--- config.mk ---
export PLATFORM = sky130hd
export DESIGN_NAME = llr_regs
export DESIGN_NICKNAME = d
export VERILOG_FILES = /design/src/rtl/llr_pkg.sv /design/src/rtl/llr_regs.sv
export SDC_FILE = /design/constraint.sdc
export NUM_CORES = 2
export LEC_CHECK = 0
export BUFFER_PORTS_ARGS = -buffer_cell sky130_fd_sc_hd__buf_4
export CAP_MARGIN = 5
export CORE_ASPECT_RATIO = 1.1
export CORE_MARGIN = 1
export CORE_UTILIZATION = 50
export DETAILED_ROUTE_END_ITERATION = 8
export PLACE_DENSITY = 0.73
export SLEW_MARGIN = 20
export SYNTH_ARGS = -nofsm -noshare
export SYNTH_HDL_FRONTEND = slang
export SYNTH_SLANG_ARGS = --single-unit
--- constraint.sdc ---
create_clock -name i_core_clk -period 8.7 [get_ports i_core_clk]
set_input_delay 1.305 -clock i_core_clk [delete_from_list [all_inputs] [get_ports i_core_clk]]
set_output_delay 1.305 -clock i_core_clk [all_outputs]
set_load 0.05 [all_outputs]
--- src/rtl/llr_pkg.sv ---
// Package for the link layer register bank and front-end control
// Function
// RL1: Front-end outputs driven only when master enabled
// RL2: Tx amp enable active during transmit, leads
// RL3: Rx amp enable active while receiving only
// RL4: Chip enable active when tx or rx
// RL5: Bit 1 sets chip enable polarity
// RL6: Bit 2 sets tx amp polarity
// RL7: Bit 3 sets rx amp polarity
// RL8: Command register accepts eight-bit instruction code
// RL9: Feature bit 0 enables address privacy
// RL10: Feature bit 1 enables long packets
// RL11: Table not full: hardware responds itself
// RL12: Table full: firmware list also compared
// RL13: Sent status: index write sets, read flags
// RL14: Ack status read returns awaiting flags
// RL15: Firmware clears ack flag by index
// RL16: Slot timer holds next slot, 625 us
// RL17: Firmware programs timer 1.25 ms ahead
// RL18: Four parameter memories, 16-bit, multi-link valid
// RL19: Static parameters at word offsets 00-30
// RL20: Running state at offsets 38 to 48
// RL21: Descriptor bits 1:0 give PDU kind
// RL22: Payload length bits 9:2, upper need long
// RL23: Master disabled holds outputs inactive
package llr_pkg;
	localparam logic [11:0] LLR_CMD_OFF = 12'h000;
	localparam logic [11:0] LLR_FEAT_OFF = 12'h004;
	localparam logic [11:0] LLR_SENT_OFF = 12'h008;
	localparam logic [11:0] LLR_ACK_OFF = 12'h00C;
	localparam logic [11:0] LLR_SLOT_OFF = 12'h010;
	localparam logic [11:0] LLR_DESC_OFF = 12'h014;
	localparam logic [11:0] LLR_FE_OFF = 12'h018;
	localparam logic [11:0] LLR_STAT_OFF = 12'h01C;
	localparam logic [11:0] LLR_MEM_OFF = 12'h400;
	localparam int LLR_MEM_CONN_BIT = 8;
	localparam int LLR_MEM_WORDS = 64;
	localparam int LLR_FE_EN_BIT = 0;
	localparam int LLR_FE_CE_POL_BIT = 1;
	localparam int LLR_FE_TX_POL_BIT = 2;
	localparam int LLR_FE_RX_POL_BIT = 3;
	localparam int LLR_FEAT_PRIV_BIT = 0;
	localparam int LLR_FEAT_LONG_BIT = 1;
	localparam int LLR_FEAT_FULL_BIT = 4;
	localparam int LLR_FEAT_MULTI_BIT = 5;
	localparam int LLR_UPD_BIT = 7;
	localparam logic [5:0] LLR_FEAT_MASK = 6'h33;
	localparam logic [9:0] LLR_DESC_RESET = 10'h000;
	localparam logic [3:0] LLR_FE_RESET = 4'h0;
	localparam int LLR_SLOT_US = 625;
	localparam int LLR_SLOT_LEAD_US = 1250;
	localparam int LLR_CLK_MHZ = 10;
	localparam int LLR_PA_LEAD_NS = 1000;
	localparam int LLR_CLK_NS = 100;
	localparam int LLR_PA_LEAD_CYC = (LLR_PA_LEAD_NS + LLR_CLK_NS - 1) / LLR_CLK_NS;
	localparam logic [1:0] LLR_PDU_RSVD = 2'h0;
	localparam logic [1:0] LLR_PDU_CONT = 2'h1;
	localparam logic [1:0] LLR_PDU_START = 2'h2;
	localparam logic [1:0] LLR_PDU_CTRL = 2'h3;
endpackage

--- src/rtl/llr_regs.sv ---
// Link layer register bank with APB slave and front-end control outputs
//
// Local design decisions: the APB slave port and the register offsets.
`timescale 1ns/1ns
`default_nettype none
module llr_regs
	import llr_pkg::*;
#(
	parameter int NUM_BUF = 4,
	parameter int NUM_CONN = 4
) (
	// Clock and reset
	input wire logic i_core_clk,
	input wire logic i_resetn,
	// APB slave
	input wire logic i_psel,
	input wire logic i_penable,
	input wire logic i_pwrite,
	input wire logic [11:0] i_paddr,
	input wire logic [31:0] i_pwdata,
	output logic [31:0] o_prdata,
	output logic o_pready,
	output logic o_pslverr,
	// Radio core status
	input wire logic i_tx_request,
	input wire logic i_rx_active,
	input wire logic [NUM_BUF-1:0] i_buf_transmitted,
	input wire logic [NUM_BUF-1:0] i_buf_acked,
	input wire logic i_peer_unresolved,
	// Radio core controls
	output logic o_tx_start,
	output logic [7:0] o_command,
	output logic o_command_valid,
	output logic o_address_privacy_enable,
	output logic o_long_packet_enable,
	output logic o_multi_link_mode,
	output logic o_hw_respond,
	output logic o_fw_lookup_request,
	output logic [15:0] o_next_event_slot,
	output logic [1:0] o_pdu_kind,
	output logic [7:0] o_payload_length,
	// Front-end pins
	output logic o_tx_amp_en,
	output logic o_rx_amp_en,
	output logic o_front_end_power
);
	logic [3:0] fe_reg;
	logic [5:0] feat_reg;
	logic [NUM_BUF-1:0] sent_reg;
	logic [NUM_BUF-1:0] ack_reg;
	logic [15:0] slot_reg;
	logic [9:0] desc_reg;
	logic [7:0] cmd_reg;
	logic cmd_valid_reg;
	logic [15:0] mem [NUM_CONN*LLR_MEM_WORDS];
	logic [3:0] lead_reg;
	logic tx_on_reg;
	logic tx_start_reg;
	logic [31:0] rdata_next;
	logic err_next;
	logic wr_en;
	logic rd_en;
	logic mem_hit;
	logic [7:0] mem_idx;
	logic fe_wr;
	logic feat_wr;
	logic cmd_wr;
	logic sent_wr;
	logic ack_wr;
	logic slot_wr;
	logic desc_wr;
	logic mem_wr;
	logic [NUM_BUF-1:0] buf_sel;

	function automatic logic [NUM_BUF-1:0] llr_onehot(input logic [3:0] idx);
		logic [NUM_BUF-1:0] v;
		v = '0;
		for (int k = 0; k < NUM_BUF; k++) begin
			if (idx == 4'(k)) begin
				v[k] = 1'b1;
			end
		end
		return v;
	endfunction

	// Write lands at the access edge where ready is high
	assign wr_en = i_psel && i_penable && i_pwrite && o_pready;
	// Read data is captured in the setup cycle
	assign rd_en = i_psel && !i_penable && !i_pwrite;
	assign mem_hit = (i_paddr >= LLR_MEM_OFF) && (i_paddr[11:10] == 2'h1);
	assign mem_idx = i_paddr[9:2];
	// Per-register write strobes
	assign fe_wr = wr_en && i_paddr == LLR_FE_OFF;
	assign feat_wr = wr_en && i_paddr == LLR_FEAT_OFF;
	assign cmd_wr = wr_en && i_paddr == LLR_CMD_OFF;
	assign sent_wr = wr_en && i_paddr == LLR_SENT_OFF && i_pwdata[LLR_UPD_BIT];
	assign ack_wr = wr_en && i_paddr == LLR_ACK_OFF && i_pwdata[LLR_UPD_BIT];
	assign slot_wr = wr_en && i_paddr == LLR_SLOT_OFF;
	assign desc_wr = wr_en && i_paddr == LLR_DESC_OFF;
	assign mem_wr = wr_en && mem_hit;
	assign buf_sel = llr_onehot(i_pwdata[3:0]);

	// Zero-wait APB answer
	always_ff @(posedge i_core_clk) begin
		if (!i_resetn) begin
			o_pready <= 1'b0;
		end else begin
			o_pready <= i_psel && !i_penable;
		end
	end

	// Front-end control register
	always_ff @(posedge i_core_clk) begin
		if (!i_resetn) begin
			fe_reg <= LLR_FE_RESET;
		end else if (fe_wr) begin
			fe_reg <= i_pwdata[3:0]; // [RL5] [RL6] [RL7]
		end
	end

	// Feature control register
	always_ff @(posedge i_core_clk) begin
		if (!i_resetn) begin
			feat_reg <= '0;
		end else if (feat_wr) begin
			feat_reg <= i_pwdata[5:0] & LLR_FEAT_MASK; // [RL9] [RL10]
		end
	end

	// Command strobe, one cycle per accepted write
	always_ff @(posedge i_core_clk) begin
		if (!i_resetn) begin
			cmd_valid_reg <= 1'b0;
		end else begin
			cmd_valid_reg <= cmd_wr; // [RL8]
		end
	end

	// Command code, held until the next write
	always_ff @(posedge i_core_clk) begin
		if (!i_resetn) begin
			cmd_reg <= 8'h00;
		end else if (cmd_wr) begin
			cmd_reg <= i_pwdata[7:0]; // [RL8]
		end
	end

	// Sent flags: firmware sets by index, hardware clears on transmit
	always_ff @(posedge i_core_clk) begin
		if (!i_resetn) begin
			sent_reg <= '0;
		end else begin
			sent_reg <= (sent_reg & ~i_buf_transmitted) | (sent_wr ? buf_sel : '0); // [RL13]
		end
	end

	// Ack flags: hardware sets, firmware clears, set wins
	always_ff @(posedge i_core_clk) begin
		if (!i_resetn) begin
			ack_reg <= '0;
		end else begin
			ack_reg <= (ack_reg & ~(ack_wr ? buf_sel : '0)) | (i_buf_transmitted & ~i_buf_acked); // [RL14] [RL15]
		end
	end

	// Next event slot
	always_ff @(posedge i_core_clk) begin
		if (!i_resetn) begin
			slot_reg <= 16'h0000;
		end else if (slot_wr) begin
			slot_reg <= i_pwdata[15:0]; // [RL16]
		end
	end

	// Packet descriptor
	always_ff @(posedge i_core_clk) begin
		if (!i_resetn) begin
			desc_reg <= LLR_DESC_RESET;
		end else if (desc_wr) begin
			desc_reg <= i_pwdata[9:0]; // [RL21] [RL22]
		end
	end

	// Per-link parameter memory, 16-bit words
	always_ff @(posedge i_core_clk) begin
		if (mem_wr) begin
			mem[mem_idx] <= i_pwdata[15:0]; // [RL18] [RL19] [RL20]
		end
	end

	// Read mux
	always_comb begin
		rdata_next = 32'h0000_0000;
		err_next = 1'b0;
		if (mem_hit) begin
			rdata_next = {16'h0000, feat_reg[LLR_FEAT_MULTI_BIT] ? mem[mem_idx] : 16'h0000}; // [RL18]
		end else begin
			case (i_paddr)
				LLR_CMD_OFF: rdata_next = 32'h0000_0000;
				LLR_FEAT_OFF: rdata_next = {26'h0, feat_reg};
				LLR_SENT_OFF: rdata_next = {{(32-NUM_BUF){1'b0}}, sent_reg}; // [RL13]
				LLR_ACK_OFF: rdata_next = {{(32-NUM_BUF){1'b0}}, ack_reg}; // [RL14]
				LLR_SLOT_OFF: rdata_next = {16'h0000, slot_reg};
				LLR_DESC_OFF: rdata_next = {22'h0, desc_reg};
				LLR_FE_OFF: rdata_next = {28'h0, fe_reg};
				LLR_STAT_OFF: rdata_next = {29'h0, tx_on_reg, i_rx_active, i_tx_request};
				default: err_next = 1'b1;
			endcase
		end
	end

	// Read data, shown in the access cycle only
	always_ff @(posedge i_core_clk) begin
		if (!i_resetn) begin
			o_prdata <= 32'h0000_0000;
		end else begin
			o_prdata <= rd_en ? rdata_next : 32'h0000_0000;
		end
	end

	// Error answer for unmapped addresses
	always_ff @(posedge i_core_clk) begin
		if (!i_resetn) begin
			o_pslverr <= 1'b0;
		end else begin
			o_pslverr <= i_psel && !i_penable && err_next;
		end
	end

	// Amplifier ramp lead counter before transmit start
	always_ff @(posedge i_core_clk) begin
		if (!i_resetn) begin
			lead_reg <= 4'h0;
		end else if (!i_tx_request) begin
			lead_reg <= 4'h0;
		end else if (!tx_on_reg && lead_reg != 4'(LLR_PA_LEAD_CYC)) begin
			lead_reg <= lead_reg + 4'h1;
		end
	end

	// Transmit on once the lead has run out
	always_ff @(posedge i_core_clk) begin
		if (!i_resetn) begin
			tx_on_reg <= 1'b0;
		end else if (!i_tx_request) begin
			tx_on_reg <= 1'b0;
		end else if (lead_reg == 4'(LLR_PA_LEAD_CYC)) begin
			tx_on_reg <= 1'b1; // [RL2]
		end
	end

	// One-cycle start strobe when transmit turns on
	always_ff @(posedge i_core_clk) begin
		if (!i_resetn) begin
			tx_start_reg <= 1'b0;
		end else begin
			tx_start_reg <= i_tx_request && !tx_on_reg && lead_reg == 4'(LLR_PA_LEAD_CYC); // [RL2]
		end
	end

	// Transmit amplifier pin
	always_ff @(posedge i_core_clk) begin
		if (!i_resetn) begin
			o_tx_amp_en <= 1'b0;
		end else begin
			o_tx_amp_en <= (fe_reg[LLR_FE_EN_BIT] && i_tx_request) ^ fe_reg[LLR_FE_TX_POL_BIT]; // [RL1] [RL2] [RL6] [RL23]
		end
	end

	// Receive amplifier pin, off while transmitting
	always_ff @(posedge i_core_clk) begin
		if (!i_resetn) begin
			o_rx_amp_en <= 1'b0;
		end else begin
			o_rx_amp_en <= (fe_reg[LLR_FE_EN_BIT] && i_rx_active && !i_tx_request) ^ fe_reg[LLR_FE_RX_POL_BIT]; // [RL3] [RL7] [RL23]
		end
	end

	// Front-end power pin
	always_ff @(posedge i_core_clk) begin
		if (!i_resetn) begin
			o_front_end_power <= 1'b0;
		end else begin
			o_front_end_power <= (fe_reg[LLR_FE_EN_BIT] && (i_tx_request || i_rx_active))
				^ fe_reg[LLR_FE_CE_POL_BIT]; // [RL4] [RL5] [RL23]
		end
	end

	// Transmit start strobe
	always_ff @(posedge i_core_clk) begin
		if (!i_resetn) begin
			o_tx_start <= 1'b0;
		end else begin
			o_tx_start <= tx_start_reg; // [RL2]
		end
	end

	// Command code to the core
	always_ff @(posedge i_core_clk) begin
		if (!i_resetn) begin
			o_command <= 8'h00;
		end else begin
			o_command <= cmd_reg; // [RL8]
		end
	end

	// Command strobe to the core
	always_ff @(posedge i_core_clk) begin
		if (!i_resetn) begin
			o_command_valid <= 1'b0;
		end else begin
			o_command_valid <= cmd_valid_reg; // [RL8]
		end
	end

	// Feature levels
	always_ff @(posedge i_core_clk) begin
		if (!i_resetn) begin
			o_address_privacy_enable <= 1'b0;
		end else begin
			o_address_privacy_enable <= feat_reg[LLR_FEAT_PRIV_BIT]; // [RL9]
		end
	end

	always_ff @(posedge i_core_clk) begin
		if (!i_resetn) begin
			o_long_packet_enable <= 1'b0;
		end else begin
			o_long_packet_enable <= feat_reg[LLR_FEAT_LONG_BIT]; // [RL10]
		end
	end

	always_ff @(posedge i_core_clk) begin
		if (!i_resetn) begin
			o_multi_link_mode <= 1'b0;
		end else begin
			o_multi_link_mode <= feat_reg[LLR_FEAT_MULTI_BIT]; // [RL18]
		end
	end

	// Address resolution requests
	always_ff @(posedge i_core_clk) begin
		if (!i_resetn) begin
			o_hw_respond <= 1'b0;
		end else begin
			o_hw_respond <= feat_reg[LLR_FEAT_PRIV_BIT] && !feat_reg[LLR_FEAT_FULL_BIT]
				&& i_peer_unresolved; // [RL11]
		end
	end

	always_ff @(posedge i_core_clk) begin
		if (!i_resetn) begin
			o_fw_lookup_request <= 1'b0;
		end else begin
			o_fw_lookup_request <= feat_reg[LLR_FEAT_PRIV_BIT] && feat_reg[LLR_FEAT_FULL_BIT]
				&& i_peer_unresolved; // [RL12]
		end
	end

	// Slot and descriptor fields
	always_ff @(posedge i_core_clk) begin
		if (!i_resetn) begin
			o_next_event_slot <= 16'h0000;
		end else begin
			o_next_event_slot <= slot_reg; // [RL16]
		end
	end

	always_ff @(posedge i_core_clk) begin
		if (!i_resetn) begin
			o_pdu_kind <= LLR_PDU_RSVD;
		end else begin
			o_pdu_kind <= desc_reg[1:0]; // [RL21]
		end
	end

	always_ff @(posedge i_core_clk) begin
		if (!i_resetn) begin
			o_payload_length <= 8'h00;
		end else begin
			o_payload_length <= feat_reg[LLR_FEAT_LONG_BIT] ? desc_reg[9:2] : {3'h0, desc_reg[6:2]}; // [RL22]
		end
	end
endmodule
`default_nettype wire

=== After elaboration in Yosys (flattened, before gate mapping) ===
Memory sizes are Yosys's and may differ from the RTL's.
Cells that the tools add are included.
Widths: inputs -> output; s select.

* Bits in registers: 135
* RAM bits: 4096
* Input bits: 60
* Output and inout bits: 78
* Logic and storage cells: 113
* Memories: 1

{| class="wikitable"
|+ Memories
! name !! depth !! bits a word !! read ports !! clocked after memory_dff !! write ports !! line !! RTL
|-
| mem || 256 || 16 || 1 || 0 || 1 || llr_regs.sv:55 || <nowiki>logic [15:0] mem [NUM_CONN*LLR_MEM_WORDS];</nowiki>
|}

* Add/sub/neg operators: 1
* $lt $le $gt $ge: 1
* Equal/unequal tests: 13
* Multiplexer cells: 13
* Bitwise gates (word level): 13
* Reduce and logical (&&, ||, !) cells: 41

{| class="wikitable"
|+ Operator list
! kind !! number
|-
| $pmux 16 s7 || 1
|-
| $eq 12x5->1 const B || 4
|-
| $mux 16 || 2
|-
| $logic_and 1x1->1 || 28
|-
| $eq 12x4->1 const B || 2
|-
| $and 4x4->4 || 3
|-
| $eq 12x3->1 const B || 1
|-
| $ge 12x11->1 const B || 1
|-
| $logic_not 12->1 || 1
|-
| $not 4->4 || 3
|-
| $eq 4x2->1 const B || 2
|-
| $mux 1 || 8
|-
| $mux 4 || 2
|-
| $or 4x4->4 || 2
|-
| $reduce_or 8->1 || 1
|-
| $reduce_and 2->1 || 3
|-
| $logic_not 1->1 || 5
|-
| $add 4x1->4 const B || 1
|-
| $eq 4x1->1 const B || 1
|-
| $eq 4x4->1 const B || 1
|-
| $logic_not 4->1 || 1
|-
| $ne 4x4->1 const B || 1
|-
| $reduce_or 3->1 || 1
|-
| $xor 1x1->1 || 3
|-
| 3 further kinds || 4
|}

=== Depth between registers and ports, before layout ===
* Depth after elaboration: 9
* Gate-level depth with buffers: 14
* Mapped depth without buffers: 7

=== Worst setup path before layout ===
Ideal clock, no wire load.

* Path kind: input port to flip-flop
* Start point: input i_paddr[4]
* End point: memory mem[115][0], enable pin
* Library setup time: 388 ps
* Arrival: 3763 ps
* Slack: 4549 ps
* Stages on the path: 10
* Buffers on the path: 7
* Cell sequence: buf_2 > buf_2 > buf_2 > buf_2 > buf_2 > buf_2 > nor3_1 > nand2_1 > buf_2 > nor2_1

* Longest elaborated chain between the ends: 5

{| class="wikitable"
|+ RTL lines
! what !! line !! RTL
|-
| start, declared || llr_regs.sv:19 || <nowiki>input wire logic [11:0] i_paddr,</nowiki>
|-
| $ge 12x11->1 || llr_regs.sv:90 || <nowiki>assign mem_hit = (i_paddr >= LLR_MEM_OFF) && (i_paddr[11:10] == 2'h1);</nowiki>
|-
| $logic_and 1x1->1 || llr_regs.sv:90 ||
|-
| $logic_and 1x1->1 || llr_regs.sv:100 || <nowiki>assign mem_wr = wr_en && mem_hit;</nowiki>
|-
| $mux 1 || llr_regs.sv:186 || <nowiki>if (mem_wr) begin</nowiki>
|-
| $mux 1 (implied by the code) || llr_regs.sv:187 || <nowiki>mem[mem_idx] <= i_pwdata[15:0];</nowiki>
|-
| end, declared || llr_regs.sv:55 ||
|}

Several ways; a longest one is shown, not always the timed one.

=== Worst setup path in the final report ===
* Start point: input i_paddr[4]
* End point: register o_prdata[12]

* Longest elaborated chain between the ends: 3
* Elaborated cells on any way between the ends: 13
* Those cells by class: order compare: 1; eq/ne: 7; mux: 3; reduce/logical: 1; memory: 1

{| class="wikitable"
|+ RTL lines
! what !! line !! RTL
|-
| $mem_v2 256x16, or another cell as far along || n/a ||
|-
| $mux 16, or another cell as far along || llr_regs.sv:196 || <nowiki>rdata_next = {16'h0000, feat_reg[LLR_FEAT_MULTI_BIT] ? mem[mem_idx] : 16'h0000};</nowiki>
|-
| $mux 16 (*) || llr_regs.sv:195 || <nowiki>if (mem_hit) begin</nowiki>
|-
| end signal, assigned || llr_regs.sv:217 || <nowiki>o_prdata <= rd_en ? rdata_next : 32'h0000_0000;</nowiki>
|-
| end, declared || llr_regs.sv:21 || <nowiki>output logic [31:0] o_prdata,</nowiki>
|}

Every way passes the cells marked *; elsewhere a longest branch is shown, timed or not.
A chain may end at the register's enable or synchronous reset.

==> metrics.md <==
| Metric | Value |
|---|---|
| Routed WL per cell | `32.7 um` |
| DP Worst Slack | `2.62 ns` |
| Commonest non-fill, non-tap cells in the layout | `4096 x edfxtp_1, 825 x mux2i_1, 637 x mux4_2, 488 x buf_4, 404 x clkbuf_16` |
| Status | `finished clean` |
| Setup TNS | `0 ns` |
| Die Span X | `544 um` |
| Final nets | `8500` |
| Most flops, register | `mem` |
| Yosys top cell area share | `0.761` |
| Clock transition at path regs | `0.06 ns` |
| Final WL | `428000 um` |
| Top layer in use | `met5` |
| GR Overflow Total | `0` |
| Final worst slack | `3.49 ns` |
| Die footprint | `0.325 mm^2` |
| Mapped Area | `0.162 mm^2` |
| Seq pwr share | `0.542` |
| Final worst path period share | `0.599` |
| I/O Buffers | `105` |
| Post-cts resize count | `0` |
| Sw Share | `0.210` |
| Tmin final | `5.21 ns` |
| Clk Tree Root Cell | `clkbuf_16` |
| VDD IR-drop max | `0.172 mV` |
| Worst hold margin | `0.443 ns` |
| Register area share after synthesis | `0.776` |
| Leak | `58.6 nW` |
| FF-to-FF End | `mem[213][7]` |
| DRC viols | `0` |
| RSZ-0062 raised after global routing | `false` |
| Top cells by area, synth | `edfxtp_1 76%, mux4_2 8.9%, mux2i_1 5.1%` |
| Row cnt | `218` |
| Setup violators final | `0` |
| Dpl hpwl | `253000 um` |
| Least-Margin Pin Slew | `1.31 ns` |
| Commonest non-fill, non-tap cell in the layout | `edfxtp_1` |
| Hold_buf cts | `0` |
| Worst Skew | `0.0517 ns` |
| Max FFs per register | `4096` |
| Pin count of the biggest net entering global routing | `138` |
| Vias in the first global route | `82880` |
| Clock Power Share | `0.415` |
| Setup crit end | `o_prdata[12]` |
| Cell taking the most area after synthesis | `edfxtp_1` |
| Worst skew pair latency | `0.95 ns` |
| Worst-case reg-to-reg path depth | `7` |
| Hold Path Class | `reg -> reg` |
| Post-CTS Setup Inserts | `0` |
| Final core utilization | `0.566` |
| Vias | `84012` |
| Cell variety after synth | `65` |
| Synth Register Bits | `4215` |
| Fmax achieved | `192 MHz` |
| Yosys warning total | `0` |
| Gpl congestion | `0.902` |
| EDFF count, synth | `4096` |
| GRT Overall Usage | `0.261` |
| Die height | `598 um` |
| H-tree levels | `5` |
| Antenna Nets Post-Route | `0` |
| Ports | `138` |
| Initial Utilization | `0.503` |
| Final Hold Vio Count | `0` |
| Switching pwr | `0.00862 W` |
| Setup crit start | `i_paddr[4]` |
| Critical path launch point type | `input pin` |
| Asr flop ratio synth | `0` |
| Slew Limit Fails | `0` |
| Critical R2R Launch | `o_pready` |
| Met3 routed WL | `48000 um` |
| Mean Syn Cell Area | `20.2 um^2` |
| CP arrival | `6.00 ns` |
| Layout cells sized above 1 | `0.205` |
| DR WL met2 | `206000 um` |
| Power density cells | `226 mW/mm^2` |
| Layout fillers | `22955` |
| TritonRoute pass-1 iters | `7` |
| First-pass GRT wire length | `603000 um` |
| Slew margin rel. | `0.130` |
| CP Class | `in -> reg` |
| Initial antenna violation count | `15` |
| Worst Path Max Fanout | `44` |
| CP endpoint kind | `flip-flop` |
| CTS Sinks | `4215` |
| Met1 wire length | `151000 um` |
| Clk buf depth | `4` |
| Syn-to-layout area delta | `12.4%` |
| Total CTS buffers | `396` |
| Max Cap Viol | `0` |
| Drt initial violations | `12122` |
| Drt via density | `6.43` |
| Cells after Synth | `7980` |
| CTS tree | `done` |
| Req. time, crit path | `9.49 ns` |
| Reg2reg setup slack | `4.35 ns` |
| Placeable Area | `0.321 mm^2` |
| Internal power | `0.0325 W` |
| Post-synth top flop | `edfxtp_1` |
| Combinational power share | `0.044` |
==> kinds of logic after synthesis <==
logic type / count (synthesis) / synth area share
XOR/XNOR: 5 / 0.000271
AO/OA/AOI/OAI: 937 / 0.0408
AND/OR/NAND/NOR: 852 / 0.0246
multiplexers: 1476 / 0.141
flip-flops: 4215 / 0.776
adder cells (fa/ha/maj): 2 / 0.000155
buffers and inverters: 492 / 0.0174
other: 1 / 0.0000232
==> layer usage <==
metal,vias to the layer above,global-route usage
li1,34006,-
met1,43720,0.339
met2,5309,0.418
met3,971,0.0589
met4,6,0.128
met5,-,0
==> power groups by stage <==
stage / Combinational (W) / Sequential (W) / Clock (W)
detailed placement: 0.00177 / 0.0227 / 0
finish: 0.00179 / 0.0223 / 0.0170
global placement: 0.00172 / 0.0227 / 0
CTS: 0.00177 / 0.0223 / 0.0171
global route: 0.00185 / 0.0222 / 0.0179
floorplan: 0.000953 / 0.0227 / 0
==> stage by stage <==
step           total power [W]  instance area [um^2]  std cells
2_1_floorplan           0.0236                162000       7995
6_report                0.0411                182000      13063
3_5_place_dp            0.0245                169000      12329
3_3_place_gp            0.0244                169000      12329
5_1_grt                 0.0420                182000      13055
4_1_cts                 0.0412                181000      13052
==> synthesized netlist by cell type (42+ instances only) <==
library cell	count
a221oi_1	86
a21oi_1	110
edfxtp_1	4096
mux2i_1	825
nand2_1	159
mux4_2	637
a22oi_1	335
o22ai_1	168
clkbuf_1	176
o21ai_0	63
nand3_1	104
dfxtp_1	119
and2_1	42
buf_2	126
buf_4	104
buf_6	56
nor2_1	357
==> worst max-delay path, cell delays in order <==
cell and delay (ns):
buf_8 0.38, buf_4 0.70, and2_4 0.69, buf_4 0.49
a22oi_1 0.14, nand3_1 0.27, nand3_1 0.12, nor3_1 0.72
a31oi_1 0.44, or4_1 0.61
==> worst min-delay path by stage <==
stage / slack [ns] / to / depth (start not counted) / start
after floorplan: 0.41 / o_command_valid / 1 / cmd_valid_reg
after global placement: 0.42 / o_command_valid / 1 / cmd_valid_reg
after detailed placement: 0.43 / o_tx_start / 1 / tx_start_reg
after CTS: 0.45 / o_tx_start / 1 / tx_start_reg
after global routing: 0.48 / o_command_valid / 1 / cmd_valid_reg
final: 0.44 / o_tx_start / 1 / tx_start_reg
==> cell type report <==
cell class	count	area (um^2)	area share
multi-input combinational	3288	33700	0.186
antenna	10	25.0	0.000138
tap	4290	5370	0.0296
timing repair buffer	527	4360	0.0240
inverter	10	37.5	0.000207
clock buffer	497	10500	0.0578
clock inverter	226	2180	0.0120
sequential	4215	125000	0.691
No activity file was read; power rests on OpenSTA's default activity.
